<file path="src/shared/mzt_pkg.sv">
/*
 * constants for the mask test and guard timer execution block.
 * assumes an APB master with 32-bit data and a 10 MHz pclk.
 */
// Functional notes
// - mask test sets zero flag when dst AND mask is zero, else clears.
// - mask test copies bit 7 of the AND result into the sign flag.
// - mask test clears overflow; decimal-adjust and half-carry flags stay unchanged.
// - operand byte with high nibble 1110b selects a working register of the group.
// - mask test only derives flags; neither operand is written back.
// - guard timer is a retriggerable one-shot; terminal count raises a full reset.
// - first kick opcode enables the timer; later kicks restart its count.
// - sleep-keep opcode makes the timer keep counting during halt.
// - without sleep-keep, the timer stops counting on entry to halt.
// - sleep-keep opcode neither clears nor reloads the count.
// - sleep-keep before the timer was ever enabled has no effect.
package mzt_pkg;
    // register byte offsets
    localparam logic [11:0] MZT_OFF_CTRL = 12'h000;
    localparam logic [11:0] MZT_OFF_DST = 12'h004;
    localparam logic [11:0] MZT_OFF_SRC = 12'h008;
    localparam logic [11:0] MZT_OFF_FLAGS = 12'h00c;
    localparam logic [11:0] MZT_OFF_STAT = 12'h010;
    localparam logic [11:0] MZT_OFF_CNT = 12'h014;
    localparam logic [11:0] MZT_OFF_RP = 12'h018;
    localparam logic [11:0] MZT_OFF_WR = 12'h01c;
    // opcodes
    localparam logic [7:0] MZT_OP_TM_RR = 8'h72;
    localparam logic [7:0] MZT_OP_TM_RIR = 8'h73;
    localparam logic [7:0] MZT_OP_TM_R_R = 8'h74;
    localparam logic [7:0] MZT_OP_TM_R_IR = 8'h75;
    localparam logic [7:0] MZT_OP_TM_R_IM = 8'h76;
    localparam logic [7:0] MZT_OP_TM_IR_IM = 8'h77;
    localparam logic [7:0] MZT_OP_KICK = 8'h5f;
    localparam logic [7:0] MZT_OP_SLEEP_KEEP = 8'h4f;
    localparam logic [3:0] MZT_WREG_NIBBLE = 4'he;
    // flag bit positions: c z s v d h
    localparam int MZT_FLAG_Z = 6;
    localparam int MZT_FLAG_S = 5;
    localparam int MZT_FLAG_V = 4;
    localparam int MZT_FLAG_D = 3;
    localparam int MZT_FLAG_H = 2;
    localparam logic [7:0] MZT_FLAGS_RST = 8'h00;
    // control bits
    localparam int MZT_CTRL_GO = 0;
    localparam int MZT_CTRL_HALT = 1;
    // cycles per opcode, and the guard timer terminal count
    localparam int MZT_CYC_SHORT = 6;
    localparam int MZT_CYC_LONG = 10;
    localparam int MZT_GUARD_TC_DEF = 65535;
endpackage : mzt_pkg

</file>
<file path="src/rtl/mzt_regram.sv">
/*
 * 256 x 8 register file for the execution block.
 * one write port, two registered read ports.
 */
`timescale 1ns/1ps
module mzt_regram #(
    parameter int AW = 8
) (
    input wire logic clk,
    input wire logic we,
    input wire logic [AW-1:0] waddr,
    input wire logic [7:0] wdata,
    input wire logic [AW-1:0] raddr_a,
    output logic [7:0] rdata_a,
    input wire logic [AW-1:0] raddr_b,
    output logic [7:0] rdata_b
);
    logic [7:0] mem [0:(1<<AW)-1];

    always_ff @(posedge clk) begin
        if (we) begin
            mem[waddr] <= wdata;
        end
        rdata_a <= mem[raddr_a];
        rdata_b <= mem[raddr_b];
    end
endmodule // mzt_regram

</file>
<file path="src/rtl/mzt_guard.sv">
/*
 * retriggerable one-shot guard timer.
 * kick and sleep_keep are one-cycle pulses from the executing core.
 */
`timescale 1ns/1ps
module mzt_guard #(
    parameter int TC = mzt_pkg::MZT_GUARD_TC_DEF,
    parameter int CW = 32
) (
    input wire logic pclk,
    input wire logic presetn,
    input wire logic kick,
    input wire logic sleep_keep,
    input wire logic halted,
    output logic enabled_r,
    output logic keep_r,
    output logic [CW-1:0] count_r,
    output logic expire_r
);
    initial begin
        if (TC < 1 || CW < 2 || TC >= (64'd1 << CW)) begin
            $error("mzt_guard: bad terminal count or width");
        end
    end

    wire run = enabled_r && !(halted && !keep_r);
    wire at_tc = (count_r == CW'(TC));

    always_ff @(posedge pclk or negedge presetn) begin
        if (!presetn) begin
            enabled_r <= 1'b0;
            keep_r <= 1'b0;
            count_r <= '0;
            expire_r <= 1'b0;
        end else begin
            if (kick) begin
                enabled_r <= 1'b1;
                count_r <= '0;
            end else if (run && !at_tc) begin
                count_r <= count_r + CW'(1);
            end
            if (sleep_keep && enabled_r) begin
                keep_r <= 1'b1;
            end
            expire_r <= run && at_tc && !kick;
        end
    end

    a_kick_clears: assert property (@(posedge pclk) disable iff (!presetn)
        kick |=> (count_r == '0 && enabled_r)) else $error("kick did not restart");
    a_keep_needs_en: assert property (@(posedge pclk) disable iff (!presetn)
        (sleep_keep && !enabled_r) |=> !keep_r) else $error("keep set while off");
    a_keep_no_reload: assert property (@(posedge pclk) disable iff (!presetn)
        (sleep_keep && !kick && run && !at_tc) |=> count_r == $past(count_r) + CW'(1))
        else $error("keep disturbed count");
    a_halt_stops: assert property (@(posedge pclk) disable iff (!presetn)
        (halted && !keep_r && !kick && !sleep_keep) |=> $stable(count_r))
        else $error("count ran in halt");
endmodule // mzt_guard

</file>
<file path="src/rtl/mzt_exec.sv">
/*
 * execution of the mask test and guard timer opcodes, APB programmed.
 * software loads opcode bytes, then pulses go; state and flags read back.
 */
`timescale 1ns/1ps
module mzt_exec #(
    parameter int GUARD_TC = mzt_pkg::MZT_GUARD_TC_DEF
) (
    input wire logic pclk,
    input wire logic presetn,
    input wire logic psel,
    input wire logic penable,
    input wire logic pwrite,
    input wire logic [11:0] paddr,
    input wire logic [31:0] pwdata,
    output logic [31:0] prdata,
    output logic pready,
    output logic pslverr,
    output logic guard_reset_r
);
    typedef enum logic [2:0] {
        MZT_IDLE, MZT_FETCH1, MZT_FETCH2, MZT_WAIT, MZT_DONE
    } mzt_state_t;

    mzt_state_t state_r, state_nxt;
    logic [7:0] op_r, dst_r, src_r, flags_r, rp_r;
    logic halt_r, busy_r, kick_p, keep_p, ill_r;
    logic [3:0] cyc_r;
    logic [7:0] a_val, b_val;
    logic [31:0] gcount;
    logic gen, gkeep, gexp;

    // effective register address, working-register escape
    function automatic logic [7:0] mzt_eff(input logic [7:0] b, input logic [7:0] rp);
        mzt_eff = (b[7:4] == mzt_pkg::MZT_WREG_NIBBLE) ? {rp[7:4], b[3:0]} : b;
    endfunction

    wire acc = psel && penable;
    wire wr = acc && pwrite;
    wire hit_ctrl = paddr == mzt_pkg::MZT_OFF_CTRL;
    wire hit_dst = paddr == mzt_pkg::MZT_OFF_DST;
    wire hit_src = paddr == mzt_pkg::MZT_OFF_SRC;
    wire hit_flg = paddr == mzt_pkg::MZT_OFF_FLAGS;
    wire hit_stat = paddr == mzt_pkg::MZT_OFF_STAT;
    wire hit_cnt = paddr == mzt_pkg::MZT_OFF_CNT;
    wire hit_rp = paddr == mzt_pkg::MZT_OFF_RP;
    wire hit_wr = paddr == mzt_pkg::MZT_OFF_WR;
    wire mapped = hit_ctrl | hit_dst | hit_src | hit_flg | hit_stat | hit_cnt | hit_rp | hit_wr;
    wire go = wr && hit_ctrl && pwdata[mzt_pkg::MZT_CTRL_GO] && !busy_r;

    // operand kinds by opcode
    wire op_short = op_r == mzt_pkg::MZT_OP_TM_RR || op_r == mzt_pkg::MZT_OP_TM_RIR;
    wire op_tm = op_r[7:3] == 5'b01110 && op_r[2:0] >= 3'd2;
    wire src_imm = op_r == mzt_pkg::MZT_OP_TM_R_IM || op_r == mzt_pkg::MZT_OP_TM_IR_IM;
    wire src_ind = op_r == mzt_pkg::MZT_OP_TM_RIR || op_r == mzt_pkg::MZT_OP_TM_R_IR;
    wire dst_ind = op_r == mzt_pkg::MZT_OP_TM_IR_IM;
    // short forms carry two 4-bit working register numbers
    wire [7:0] d_byte = op_short ? {mzt_pkg::MZT_WREG_NIBBLE, dst_r[7:4]} : dst_r;
    wire [7:0] s_byte = op_short ? {mzt_pkg::MZT_WREG_NIBBLE, dst_r[3:0]} : src_r;
    wire [7:0] d_addr1 = mzt_eff(d_byte, rp_r);
    wire [7:0] s_addr1 = mzt_eff(s_byte, rp_r);

    // second fetch follows pointers for indirect modes
    logic [7:0] ra_addr, rb_addr;
    wire [7:0] dst_val = a_val;
    wire [7:0] src_val = src_imm ? src_r : b_val;
    wire [7:0] and_res = dst_val & src_val;
    wire [3:0] cyc_need = 4'(op_short ? mzt_pkg::MZT_CYC_SHORT : mzt_pkg::MZT_CYC_LONG);
    wire [3:0] cyc_wd = 4'(mzt_pkg::MZT_CYC_SHORT);

    logic ptr_d_r, ptr_s_r;
    // pointer targets held through the wait cycles, the ram read is registered
    logic [7:0] pa_r, pb_r;
    wire in_ptr = state_r == MZT_FETCH2 || state_r == MZT_WAIT;
    always_comb begin
        ra_addr = d_addr1;
        rb_addr = s_addr1;
        if (in_ptr) begin
            if (ptr_d_r) begin
                ra_addr = (state_r == MZT_FETCH2) ? a_val : pa_r;
            end
            if (ptr_s_r) begin
                rb_addr = (state_r == MZT_FETCH2) ? b_val : pb_r;
            end
        end
    end

    mzt_regram #(.AW(8)) u_ram (
        .clk(pclk),
        .we(wr && hit_wr && !busy_r),
        .waddr(pwdata[15:8]),
        .wdata(pwdata[7:0]),
        .raddr_a(ra_addr),
        .rdata_a(a_val),
        .raddr_b(rb_addr),
        .rdata_b(b_val)
    );

    mzt_guard #(.TC(GUARD_TC), .CW(32)) u_guard (
        .pclk(pclk),
        .presetn(presetn),
        .kick(kick_p),
        .sleep_keep(keep_p),
        .halted(halt_r),
        .enabled_r(gen),
        .keep_r(gkeep),
        .count_r(gcount),
        .expire_r(gexp)
    );

    wire is_kick = op_r == mzt_pkg::MZT_OP_KICK;
    wire is_keep = op_r == mzt_pkg::MZT_OP_SLEEP_KEEP;

    always_comb begin
        state_nxt = state_r;
        case (state_r)
            MZT_IDLE: state_nxt = go ? MZT_FETCH1 : MZT_IDLE;
            MZT_FETCH1: state_nxt = (op_tm && (src_ind || dst_ind)) ? MZT_FETCH2 : MZT_WAIT;
            MZT_FETCH2: state_nxt = MZT_WAIT;
            MZT_WAIT: begin
                if (!op_tm && !is_kick && !is_keep) begin
                    state_nxt = MZT_DONE;
                end else if (cyc_r >= (op_tm ? cyc_need : cyc_wd) - 4'd1) begin
                    state_nxt = MZT_DONE;
                end
            end
            MZT_DONE: state_nxt = MZT_IDLE;
            default: state_nxt = MZT_IDLE;
        endcase
    end

    // flags computed at completion
    wire fin = state_r == MZT_WAIT && state_nxt == MZT_DONE;
    logic [7:0] flags_nxt;
    always_comb begin
        flags_nxt = flags_r;
        if (op_tm) begin
            flags_nxt[mzt_pkg::MZT_FLAG_Z] = and_res == 8'h00;
            flags_nxt[mzt_pkg::MZT_FLAG_S] = and_res[7];
            flags_nxt[mzt_pkg::MZT_FLAG_V] = 1'b0;
        end else if (is_kick || is_keep) begin
            // zero, sign, overflow left as they were; d and h kept
            flags_nxt = flags_r;
        end
    end

    always_ff @(posedge pclk or negedge presetn) begin
        if (!presetn) begin
            state_r <= MZT_IDLE;
            op_r <= 8'h00;
            dst_r <= 8'h00;
            src_r <= 8'h00;
            rp_r <= 8'h00;
            flags_r <= mzt_pkg::MZT_FLAGS_RST;
            halt_r <= 1'b0;
            busy_r <= 1'b0;
            ill_r <= 1'b0;
            cyc_r <= 4'h0;
            ptr_d_r <= 1'b0;
            ptr_s_r <= 1'b0;
            pa_r <= 8'h00;
            pb_r <= 8'h00;
            kick_p <= 1'b0;
            keep_p <= 1'b0;
            guard_reset_r <= 1'b0;
        end else begin
            state_r <= state_nxt;
            busy_r <= state_nxt != MZT_IDLE;
            guard_reset_r <= gexp;
            kick_p <= fin && is_kick;
            keep_p <= fin && is_keep;
            cyc_r <= (state_r == MZT_IDLE) ? 4'h1 : cyc_r + 4'd1;
            if (state_r == MZT_FETCH1) begin
                ptr_d_r <= dst_ind;
                ptr_s_r <= src_ind;
            end
            if (state_r == MZT_FETCH2) begin
                pa_r <= a_val;
                pb_r <= b_val;
            end
            if (fin) begin
                flags_r <= flags_nxt;
                ill_r <= !op_tm && !is_kick && !is_keep;
            end
            if (wr && !busy_r) begin
                if (hit_ctrl) begin
                    halt_r <= pwdata[mzt_pkg::MZT_CTRL_HALT];
                end
                if (hit_dst) begin
                    op_r <= pwdata[15:8];
                    dst_r <= pwdata[7:0];
                end
                if (hit_src) begin
                    src_r <= pwdata[7:0];
                end
                if (hit_rp) begin
                    rp_r <= pwdata[7:0];
                end
                if (hit_flg) begin
                    flags_r <= pwdata[7:0];
                end
            end
        end
    end

    // apb answer: one wait-free access phase, registered read data
    wire [31:0] rd_mux =
        hit_ctrl ? {30'h0, halt_r, busy_r} :
        hit_dst ? {16'h0, op_r, dst_r} :
        hit_src ? {24'h0, src_r} :
        hit_flg ? {24'h0, flags_r} :
        hit_stat ? {28'h0, ill_r, gexp, gkeep, gen} :
        hit_cnt ? gcount :
        hit_rp ? {24'h0, rp_r} : 32'h0;

    always_ff @(posedge pclk or negedge presetn) begin
        if (!presetn) begin
            prdata <= 32'h0;
            pready <= 1'b0;
            pslverr <= 1'b0;
        end else begin
            pready <= psel && !penable;
            pslverr <= psel && !penable && !mapped;
            prdata <= (psel && !penable && !pwrite) ? rd_mux : 32'h0;
        end
    end

    a_tm_zero_flag: assert property (@(posedge pclk) disable iff (!presetn)
        (fin && op_tm) |=> flags_r[mzt_pkg::MZT_FLAG_Z] == ($past(and_res) == 8'h00))
        else $error("zero flag wrong");
    a_tm_sign_flag: assert property (@(posedge pclk) disable iff (!presetn)
        (fin && op_tm) |=> flags_r[mzt_pkg::MZT_FLAG_S] == $past(and_res[7]))
        else $error("sign flag wrong");
    a_tm_v_dh: assert property (@(posedge pclk) disable iff (!presetn)
        (fin && op_tm) |=> !flags_r[mzt_pkg::MZT_FLAG_V] && $stable(flags_r[3:2]))
        else $error("v, d or h wrong");
    a_wd_keeps_dh: assert property (@(posedge pclk) disable iff (!presetn)
        (fin && (is_kick || is_keep)) |=> $stable(flags_r[3:2]))
        else $error("d or h changed");
    a_wreg_escape: assert property (@(posedge pclk) disable iff (!presetn)
        (dst_r[7:4] == 4'he && !op_short) |-> d_addr1 == {rp_r[7:4], dst_r[3:0]})
        else $error("escape decode wrong");
    a_tm_no_write: assert property (@(posedge pclk) disable iff (!presetn)
        busy_r |-> !(wr && hit_wr)) else $error("ram written in op");
    a_guard_reset_out: assert property (@(posedge pclk) disable iff (!presetn)
        gexp |=> guard_reset_r) else $error("reset not raised");
    a_kick_pulse: assert property (@(posedge pclk) disable iff (!presetn)
        (fin && is_kick) |=> kick_p ##1 !kick_p) else $error("kick pulse wrong");
endmodule // mzt_exec

</file>
<file path="config.mk">
export PLATFORM = sky130hd
export DESIGN_NAME = mzt_exec
export DESIGN_NICKNAME = d
export VERILOG_FILES = /design/src/shared/mzt_pkg.sv /design/src/rtl/mzt_regram.sv /design/src/rtl/mzt_guard.sv /design/src/rtl/mzt_exec.sv
export SDC_FILE = /design/constraint.sdc
export NUM_CORES = 2
export LEC_CHECK = 0
export CAP_MARGIN = 15
export CELL_PAD_IN_SITES_DETAIL_PLACEMENT = 0
export CELL_PAD_IN_SITES_GLOBAL_PLACEMENT = 1
export CORE_MARGIN = 1.5
export CORE_UTILIZATION = 30
export DETAILED_ROUTE_END_ITERATION = 16
export DONT_BUFFER_PORTS = 1
export PLACE_DENSITY = 0.57
export SYNTH_ARGS = -nofsm -noshare
export SYNTH_HDL_FRONTEND = slang
export SYNTH_SLANG_ARGS = --single-unit
export TNS_END_PERCENT = 30
</file>
<file path="constraint.sdc">
create_clock -name pclk -period 3.04 [get_ports pclk]
set_clock_uncertainty 0.1 [all_clocks]
set_input_delay 0.304 -clock pclk [delete_from_list [all_inputs] [get_ports pclk]]
set_output_delay 0.304 -clock pclk [all_outputs]
set_load 0.005 [all_outputs]
</file>
# [Word level (Yosys, flattened, before mapping)]
# Memory sizes are Yosys's and may differ from the RTL's. A register that Yosys moved wholly into a read port is not among the register bits.
# Cells that the tools add are included.
[word_totals] reg_bits=140 ramBits=2048 inputBits=49 output_inout_bits=35 mem_count=1
[op_classes] addsub=3 n_lt_le_gt_ge=2 eq_ne=22 n_mux=35 n_bitwise=8 n_reduce_logical=49
[mem_list] memory="u_ram.mem" words=256 word_bits=8 read_ports=2 rd_ports_with_merged_regs=2 wr=1 line_no="mzt_regram.sv:18" text="logic [7:0] mem [0:(1<<AW)-1];"
[op_table] cell="$mux W32" count=9
[op_table] cell="$mux W8" count=14
[op_table] cell="$eq A8 B7 Y1 const B" count=7
[op_table] cell="$eq A12 B5 Y1 const B" count=4
[op_table] cell="$add A32 B1 Y32 const B" count=1
[op_table] cell="$eq A32 B16 Y1 const B" count=1
[op_table] cell="$eq A12 B4 Y1 const B" count=2
[op_table] cell="$logic_and A1 B1 Y1" count=24
[op_table] cell="$eq A12 B3 Y1 const B" count=1
[op_table] cell="$logic_not A12 Y1" count=1
[op_table] cell="$mux W4" count=3
[op_table] cell="$pmux W3 S4" count=1
[op_table] cell="$logic_not A1 Y1" count=11
[op_table] cell="$mux W3" count=3
[op_table] cell="$and A8 B8 Y8" count=1
[op_table] cell="$eq A4 B4 Y1 const B" count=2
[op_table] cell="$logic_not A8 Y1" count=1
[op_table] cell="$reduce_and A2 Y1" count=4
[op_table] cell="$mux W7" count=1
[op_table] cell="$or A1 B1 Y1" count=7
[op_table] cell="$eq A3 B2 Y1 const B" count=2
[op_table] cell="$eq A5 B4 Y1 const B" count=1
[op_table] cell="$logic_or A1 B1 Y1" count=5
[op_table] cell="$add A4 B1 Y4 const B" count=1
[op_table] cell="9 further kinds" count=12

# [Depth between registers and ports, before layout]
[logic_depth] word_depth=14 mapped_depth=17 depth_no_buf=13

# [By module]
# From an unflattened synthesis, not the netlist that was laid out.
[unflattened] cells_unflattened=5490 area_unflattened_um2=103957.2
[modules_own_cells] mod="mzt_regram" n_inst=1 cells_each=4847 area_each_um2=96973.0 seq_area_each_um2=61819.3
[modules_own_cells] mod="mzt_exec" n_inst=1 cells_each=436 area_each_um2=5063.6 seq_area_each_um2=2627.5
[modules_own_cells] mod="mzt_guard" n_inst=1 cells_each=207 area_each_um2=1920.6 seq_area_each_um2=875.8

# [Worst setup path after synthesis]
# No wires, ideal clock.
[synth_path] kind="register to register" from="register op_r[2]" to="register u_ram.rdata_a[7], read port of u_ram.mem" setup_ns=0.125 t_arrival_ns=2.909 required_ns=2.815 path_slack_ns=-0.095 path_stages_with_launch=16 path_buffers=5 cell_sequence="dfrtp_1 -> and4bb_4 -> buf_6 -> a211oi_1 -> or3_1 -> buf_4 -> buf_6 -> buf_6 -> buf_6 -> nand2_1 -> nand3_1 -> a32oi_1 -> a21oi_1 -> nor3_1 -> nor2_1 -> o41a_1"
[synth_between] elab_chain_len=7 elab_cells_between_ends=8 cone_classes="eq/ne (3); mux (4); reduce/logical (1)"
[synth_rtl] element="start: declaration" line_no="mzt_exec.sv:26" text="logic [7:0] op_r, dst_r, src_r, flags_r, rp_r;"
[synth_rtl] element="start signal: assignment" line_no="mzt_exec.sv:190" text="op_r <= pwdata[15:8];"
[synth_rtl] element="$eq A8 B7 Y1" line_no="mzt_exec.sv:52" text="wire op_short = op_r == mzt_pkg::MZT_OP_TM_RR || op_r == mzt_pkg::MZT_OP_TM_RIR;"
[synth_rtl] element="$logic_or A1 B1 Y1 (*)" line_no="mzt_exec.sv:52"
[synth_rtl] element="$mux W8 (*)" line_no="mzt_exec.sv:58" text="wire [7:0] d_byte = op_short ? {mzt_pkg::MZT_WREG_NIBBLE, dst_r[7:4]} : dst_r;"
[synth_rtl] element="$eq A4 B4 Y1" line_no="mzt_exec.sv:35" text="mzt_eff = (b[7:4] == mzt_pkg::MZT_WREG_NIBBLE) ? {rp[7:4], b[3:0]} : b;"
[synth_rtl] element="$mux W8 (*)" line_no="mzt_exec.sv:35"
[synth_rtl] element="$mux W8" line_no="mzt_exec.sv:79" text="if (ptr_d_r) begin"
[synth_rtl] element="$mux W8 (*)" line_no="mzt_exec.sv:78" text="if (in_ptr) begin"
[synth_rtl] element="end: declaration" line_no="mzt_regram.sv:14" text="output logic [7:0] rdata_a,"
# Mark *: on every way between the ends. The rest lies on a longest branch, timed or not.
# A chain may end at the register's enable or synchronous reset.

# [Worst setup path in the final report]
[layout_path] from="register op_r[7]" to="register u_ram.rdata_b[6], read port of u_ram.mem"
[layout_between] elab_chain_len=7 elab_cells_between_ends=8 cone_classes="eq/ne (3); mux (4); reduce/logical (1)"
[layout_rtl] element="$eq A8 B7 Y1" line_no="mzt_exec.sv:52"
[layout_rtl] element="$logic_or A1 B1 Y1 (*)" line_no="mzt_exec.sv:52"
[layout_rtl] element="$mux W8 (*)" line_no="mzt_exec.sv:59" text="wire [7:0] s_byte = op_short ? {mzt_pkg::MZT_WREG_NIBBLE, dst_r[3:0]} : src_r;"
[layout_rtl] element="$eq A4 B4 Y1" line_no="mzt_exec.sv:35"
[layout_rtl] element="$mux W8 (*)" line_no="mzt_exec.sv:35"
[layout_rtl] element="$mux W8" line_no="mzt_exec.sv:82" text="if (ptr_s_r) begin"
[layout_rtl] element="$mux W8 (*)" line_no="mzt_exec.sv:78"
[layout_rtl] element="end: declaration" line_no="mzt_regram.sv:16" text="output logic [7:0] rdata_b"
# Marked as above.

==> out/results.tsv <==
stage	metric	value	unit
status	result of the run	finished with violations	
status	violations in the final reports	negative hold slack, negative setup slack	
timing	Setup Viol. Count Final	16	
floorplanning	height of the die	603	µm
power	Static Leak	54.7	nW
synth	gate count of the mapped netlist	10500	
grt	overflow left after global routing	0	
clocking	Num CTS Buffers	268	
critical_path	Worst Setup End Kind	flip-flop	
floorplanning	std cell rows	220	
grt	first-pass GRT wire length	809000	µm
floorplanning	I/O Pins	84	
synth	ranking of synthesized cells by instance count	3,231 x sky130_fd_sc_hd__nand2_1, 2,048 x sky130_fd_sc_hd__edfxtp_1, 1,223 x sky130_fd_sc_hd__nand3_1	
timing	post-route setup TNS	-17.36	ns
clocking	cell at the root of the clock tree	sky130_fd_sc_hd__clkbuf_16	
critical_path	largest fanout on the critical path	8	
synth	Synth Flop Type	sky130_fd_sc_hd__edfxtp_1	
timing	worst-case setup margin in the final layout	-1.18	ns
clocking	count of clock tree sinks	2204	
place	detailed-placement wirelength estimate	417000	µm
synth	Post-Synthesis Mean Instance Area	10.3	µm²
critical_path	stage delay of the slowest cell on the critical path	0.44	ns
synth	top cell type by total area after synthesis	sky130_fd_sc_hd__edfxtp_1	
synth	fraction of post-synthesis cell area in the top cell type by area	56.9	%
timing	number of hold-slack violations in the final timing report	1132	
synth	number of warnings reported in the yosys synthesis log	0	
run	maximum capacitance violations	0	
power	largest voltage drop on the vdd net	384	µV
grt	number of antenna violations at the first check in global routing	50	
clocking	H-tree Lvls	5	
clocking	later-pin clock latency in the skew report	0.99	ns
power	power per unit of standard cell area	475	nW/µm²
routing	wirelength, routed	608000	µm
place	routability congestion estimate from global placement	0.995	
critical_path	worst endpoint required time	3.81	ns
critical_path	Worst Setup Start Kind	flip-flop	
synth	most common cell in the synthesized netlist	sky130_fd_sc_hd__nand2_1	
clocking	clock tree from TritonCTS	done	
place	worst setup slack after placement	-2.22	ns
grt	vias in the first global route	93900	
synth	post-synthesis instance area	108000	µm²
synth	Unique masters post-synth	103	
grt	maximum number of pins on one net before global-route repair	263	
synth	flip-flop and latch count after synthesis	2204	
timing	actual transition at the worst max-transition pin	1.40	ns
floorplanning	floorplan core area	359000	µm²
routing	wire length per cell	35.3	µm
layout	post-route non-filler standard cell count	17200	
place	I/O Buffers	0	
synth	number of enable flip-flop cells after synthesis	2048	
power	Total Power	68.0	mW
critical_path	Arrival @ worst endpoint	4.99	ns
critical_path	most common cell type on the critical path	sky130_fd_sc_hd__buf_4	
synth	Syn Nets	10500	
routing	number of antenna-violating nets in the routed design	0	
routing	number of DRC violations after detailed routing	0	
layout	Total Nets Final	12300	
routing	number of violations reported at the end of detailed-routing iteration 0	17400	
synth	cell types occupying the most area after synthesis	sky130_fd_sc_hd__edfxtp_1 57%, sky130_fd_sc_hd__nand2_1 11%, sky130_fd_sc_hd__nand3_1 5.7%	
routing	total number of vias	102000	
grt	Total Routing Usage GR	32.1	%
layout	Final Util	39.9	%
critical_path	cell chain of the critical path	buf_4 -> and4bb_4 -> nand3_1 -> a31o_4 -> buf_4 -> nor2_2 -> buf_12 -> buf_4 -> a32o_2 -> a41oi_2 -> buf_6 -> o31ai_4 -> buf_6 -> nand4_1 -> a32oi_1	
floorplanning	Die W	603	µm
timing	Max Freq	0.237	GHz
timing	unrepaired setup endpoints after global routing	yes	
place	Area after DPL	130000	µm²
floorplanning	Starting Density	30.1	%
timing	post-layout minimum cycle time	4.22	ns
timing	worst-case headroom to the max-slew limit	6.93	%
routing	drt first pass iters	8	
timing	Hold Slack	-1.06	ns
layout	layout cell share with drive strength beyond 1	24.3	%
floorplanning	Die Outline Area	364000	µm²
layout	area of all placed cells without fillers	143000	µm²
layout	Area growth syn-to-layout	32.3	%
timing	period utilization	139	%
clocking	clock slew seen by the registers of the worst setup and hold paths	0.06	ns
critical_path	critical path's slowest cell	sky130_fd_sc_hd__and4bb_4	
routing	drt via density	5.89	
synth	proportion of register bits with asynchronous set or reset after synthesis	6.35	%
clocking	buffer levels on the longest clock path	4	
timing	number of pins with negative max-slew slack in the final report	0	
min_path	worst hold-check path type	in -> async	
synth	register area share after synthesis	60.5	%
critical_path	kind of critical path	reg -> reg	
place	placed instance count	16500	
==> worst max-delay path: cells and delay by family (launching register included) <==
| kind | cells | cell delay [ns] |
|---|---|---|
| and+or+nand+nor | 4 | 1.30 |
| AOI/OAI and AO/OA | 5 | 1.18 |
| buffers and inverters | 6 | 1.14 |
| DFF | 1 | 0.38 |
==> worst paths after layout <==
check / from / to / slack [ns] / depth (start not counted)
min in group pclk: pwdata[0] / u_ram.mem[2][0] / -0.55 / 0
hold reg to reg: u_guard.expire_r / guard_reset_r / 0.29 / 0
setup / recovery: op_r[7] / u_ram.rdata_b[6] / -1.18 / 15
max in group asynchronous: presetn / u_guard.count_r[25] / 3.67 / 0
hold / removal: presetn / pb_r[2] / -1.06 / 0
setup reg to reg: op_r[7] / u_ram.rdata_b[6] / -1.18 / 15
==> final cells by class <==
cell class                 count  area [µm²]
sequential                  2204       65300
tap                         4773        5970
clock inverter               137        1330
multi-input combinational   7450       40500
fill                       34600      216000
timing repair buffer        2264       22300
clock buffer                 345        7400
antenna                       40         100
inverter                      29         109
==> cells in the final DEF, fill, tap and decap left out, types with 165 or more instances in the layout <==
cell                        netlist  routed
sky130_fd_sc_hd__mux2i_1        398     391
sky130_fd_sc_hd__nor2_1         565     540
sky130_fd_sc_hd__buf_4          100    1792
sky130_fd_sc_hd__clkbuf_16        0     287
sky130_fd_sc_hd__nand2_1       3231    3214
sky130_fd_sc_hd__edfxtp_1      2048    2048
sky130_fd_sc_hd__buf_12           0     306
sky130_fd_sc_hd__a31oi_1        178     165
sky130_fd_sc_hd__nand3_1       1223    1208
sky130_fd_sc_hd__a21oi_1        467     447
==> routing by layer <==
metal / up-vias / part of all wire (%) / track usage (%)
met4: 25 / 6.5 / 18.0
met1: 50900 / 39 / 42.8
met3: 1445 / 12 / 8.16
met2: 7405 / 42 / 47.4
li1: 41700 / - / -
met5: - / 0.030 / 0
==> flip-flops by register name, summed over array words and instances, names as in the netlist, 3 cells and up <==
signal           count
u_ram.rdata_a        8
cyc_r                4
pb_r                 8
src_r                8
pa_r                 8
flags_r              8
u_ram.mem         2048
rp_r                 8
state_r              3
u_ram.rdata_b        8
op_r                 8
dst_r                8
prdata              32
u_guard.count_r     32
==> report_power, final <==
group          internal (mW)  switching, mW  total [mW]
clock                   19.0           14.1        33.0
combinational          0.591          0.898        1.49
sequential              33.3          0.119        33.4
total                   52.9           15.1        68.0
==> repair_timing <==
action / 4_1_cts / 5_1_grt
gates cloned: 15 / 6
gates resized for setup: 260 / 150
setup buffers: 105 / 15
hold buffers: 50 / 6
setup endpoints to repair: 17 / 25
hold endpoints to repair: 2428 / 1978
pin swaps: 68 / 45
==> kinds of logic after synthesis <==
logic type	Yosys count	synth area share, %
xor gates and xnor gates	26	0.211
and+or+nand+nor	5447	21.5
AOI/OAI and AO/OA	1527	9.64
muxes	444	4.17
adders and majority gates	6	0.0695
DFF	2204	60.5
buffers and inverters	821	3.98
No activity file was read; power rests on OpenSTA's default activity.
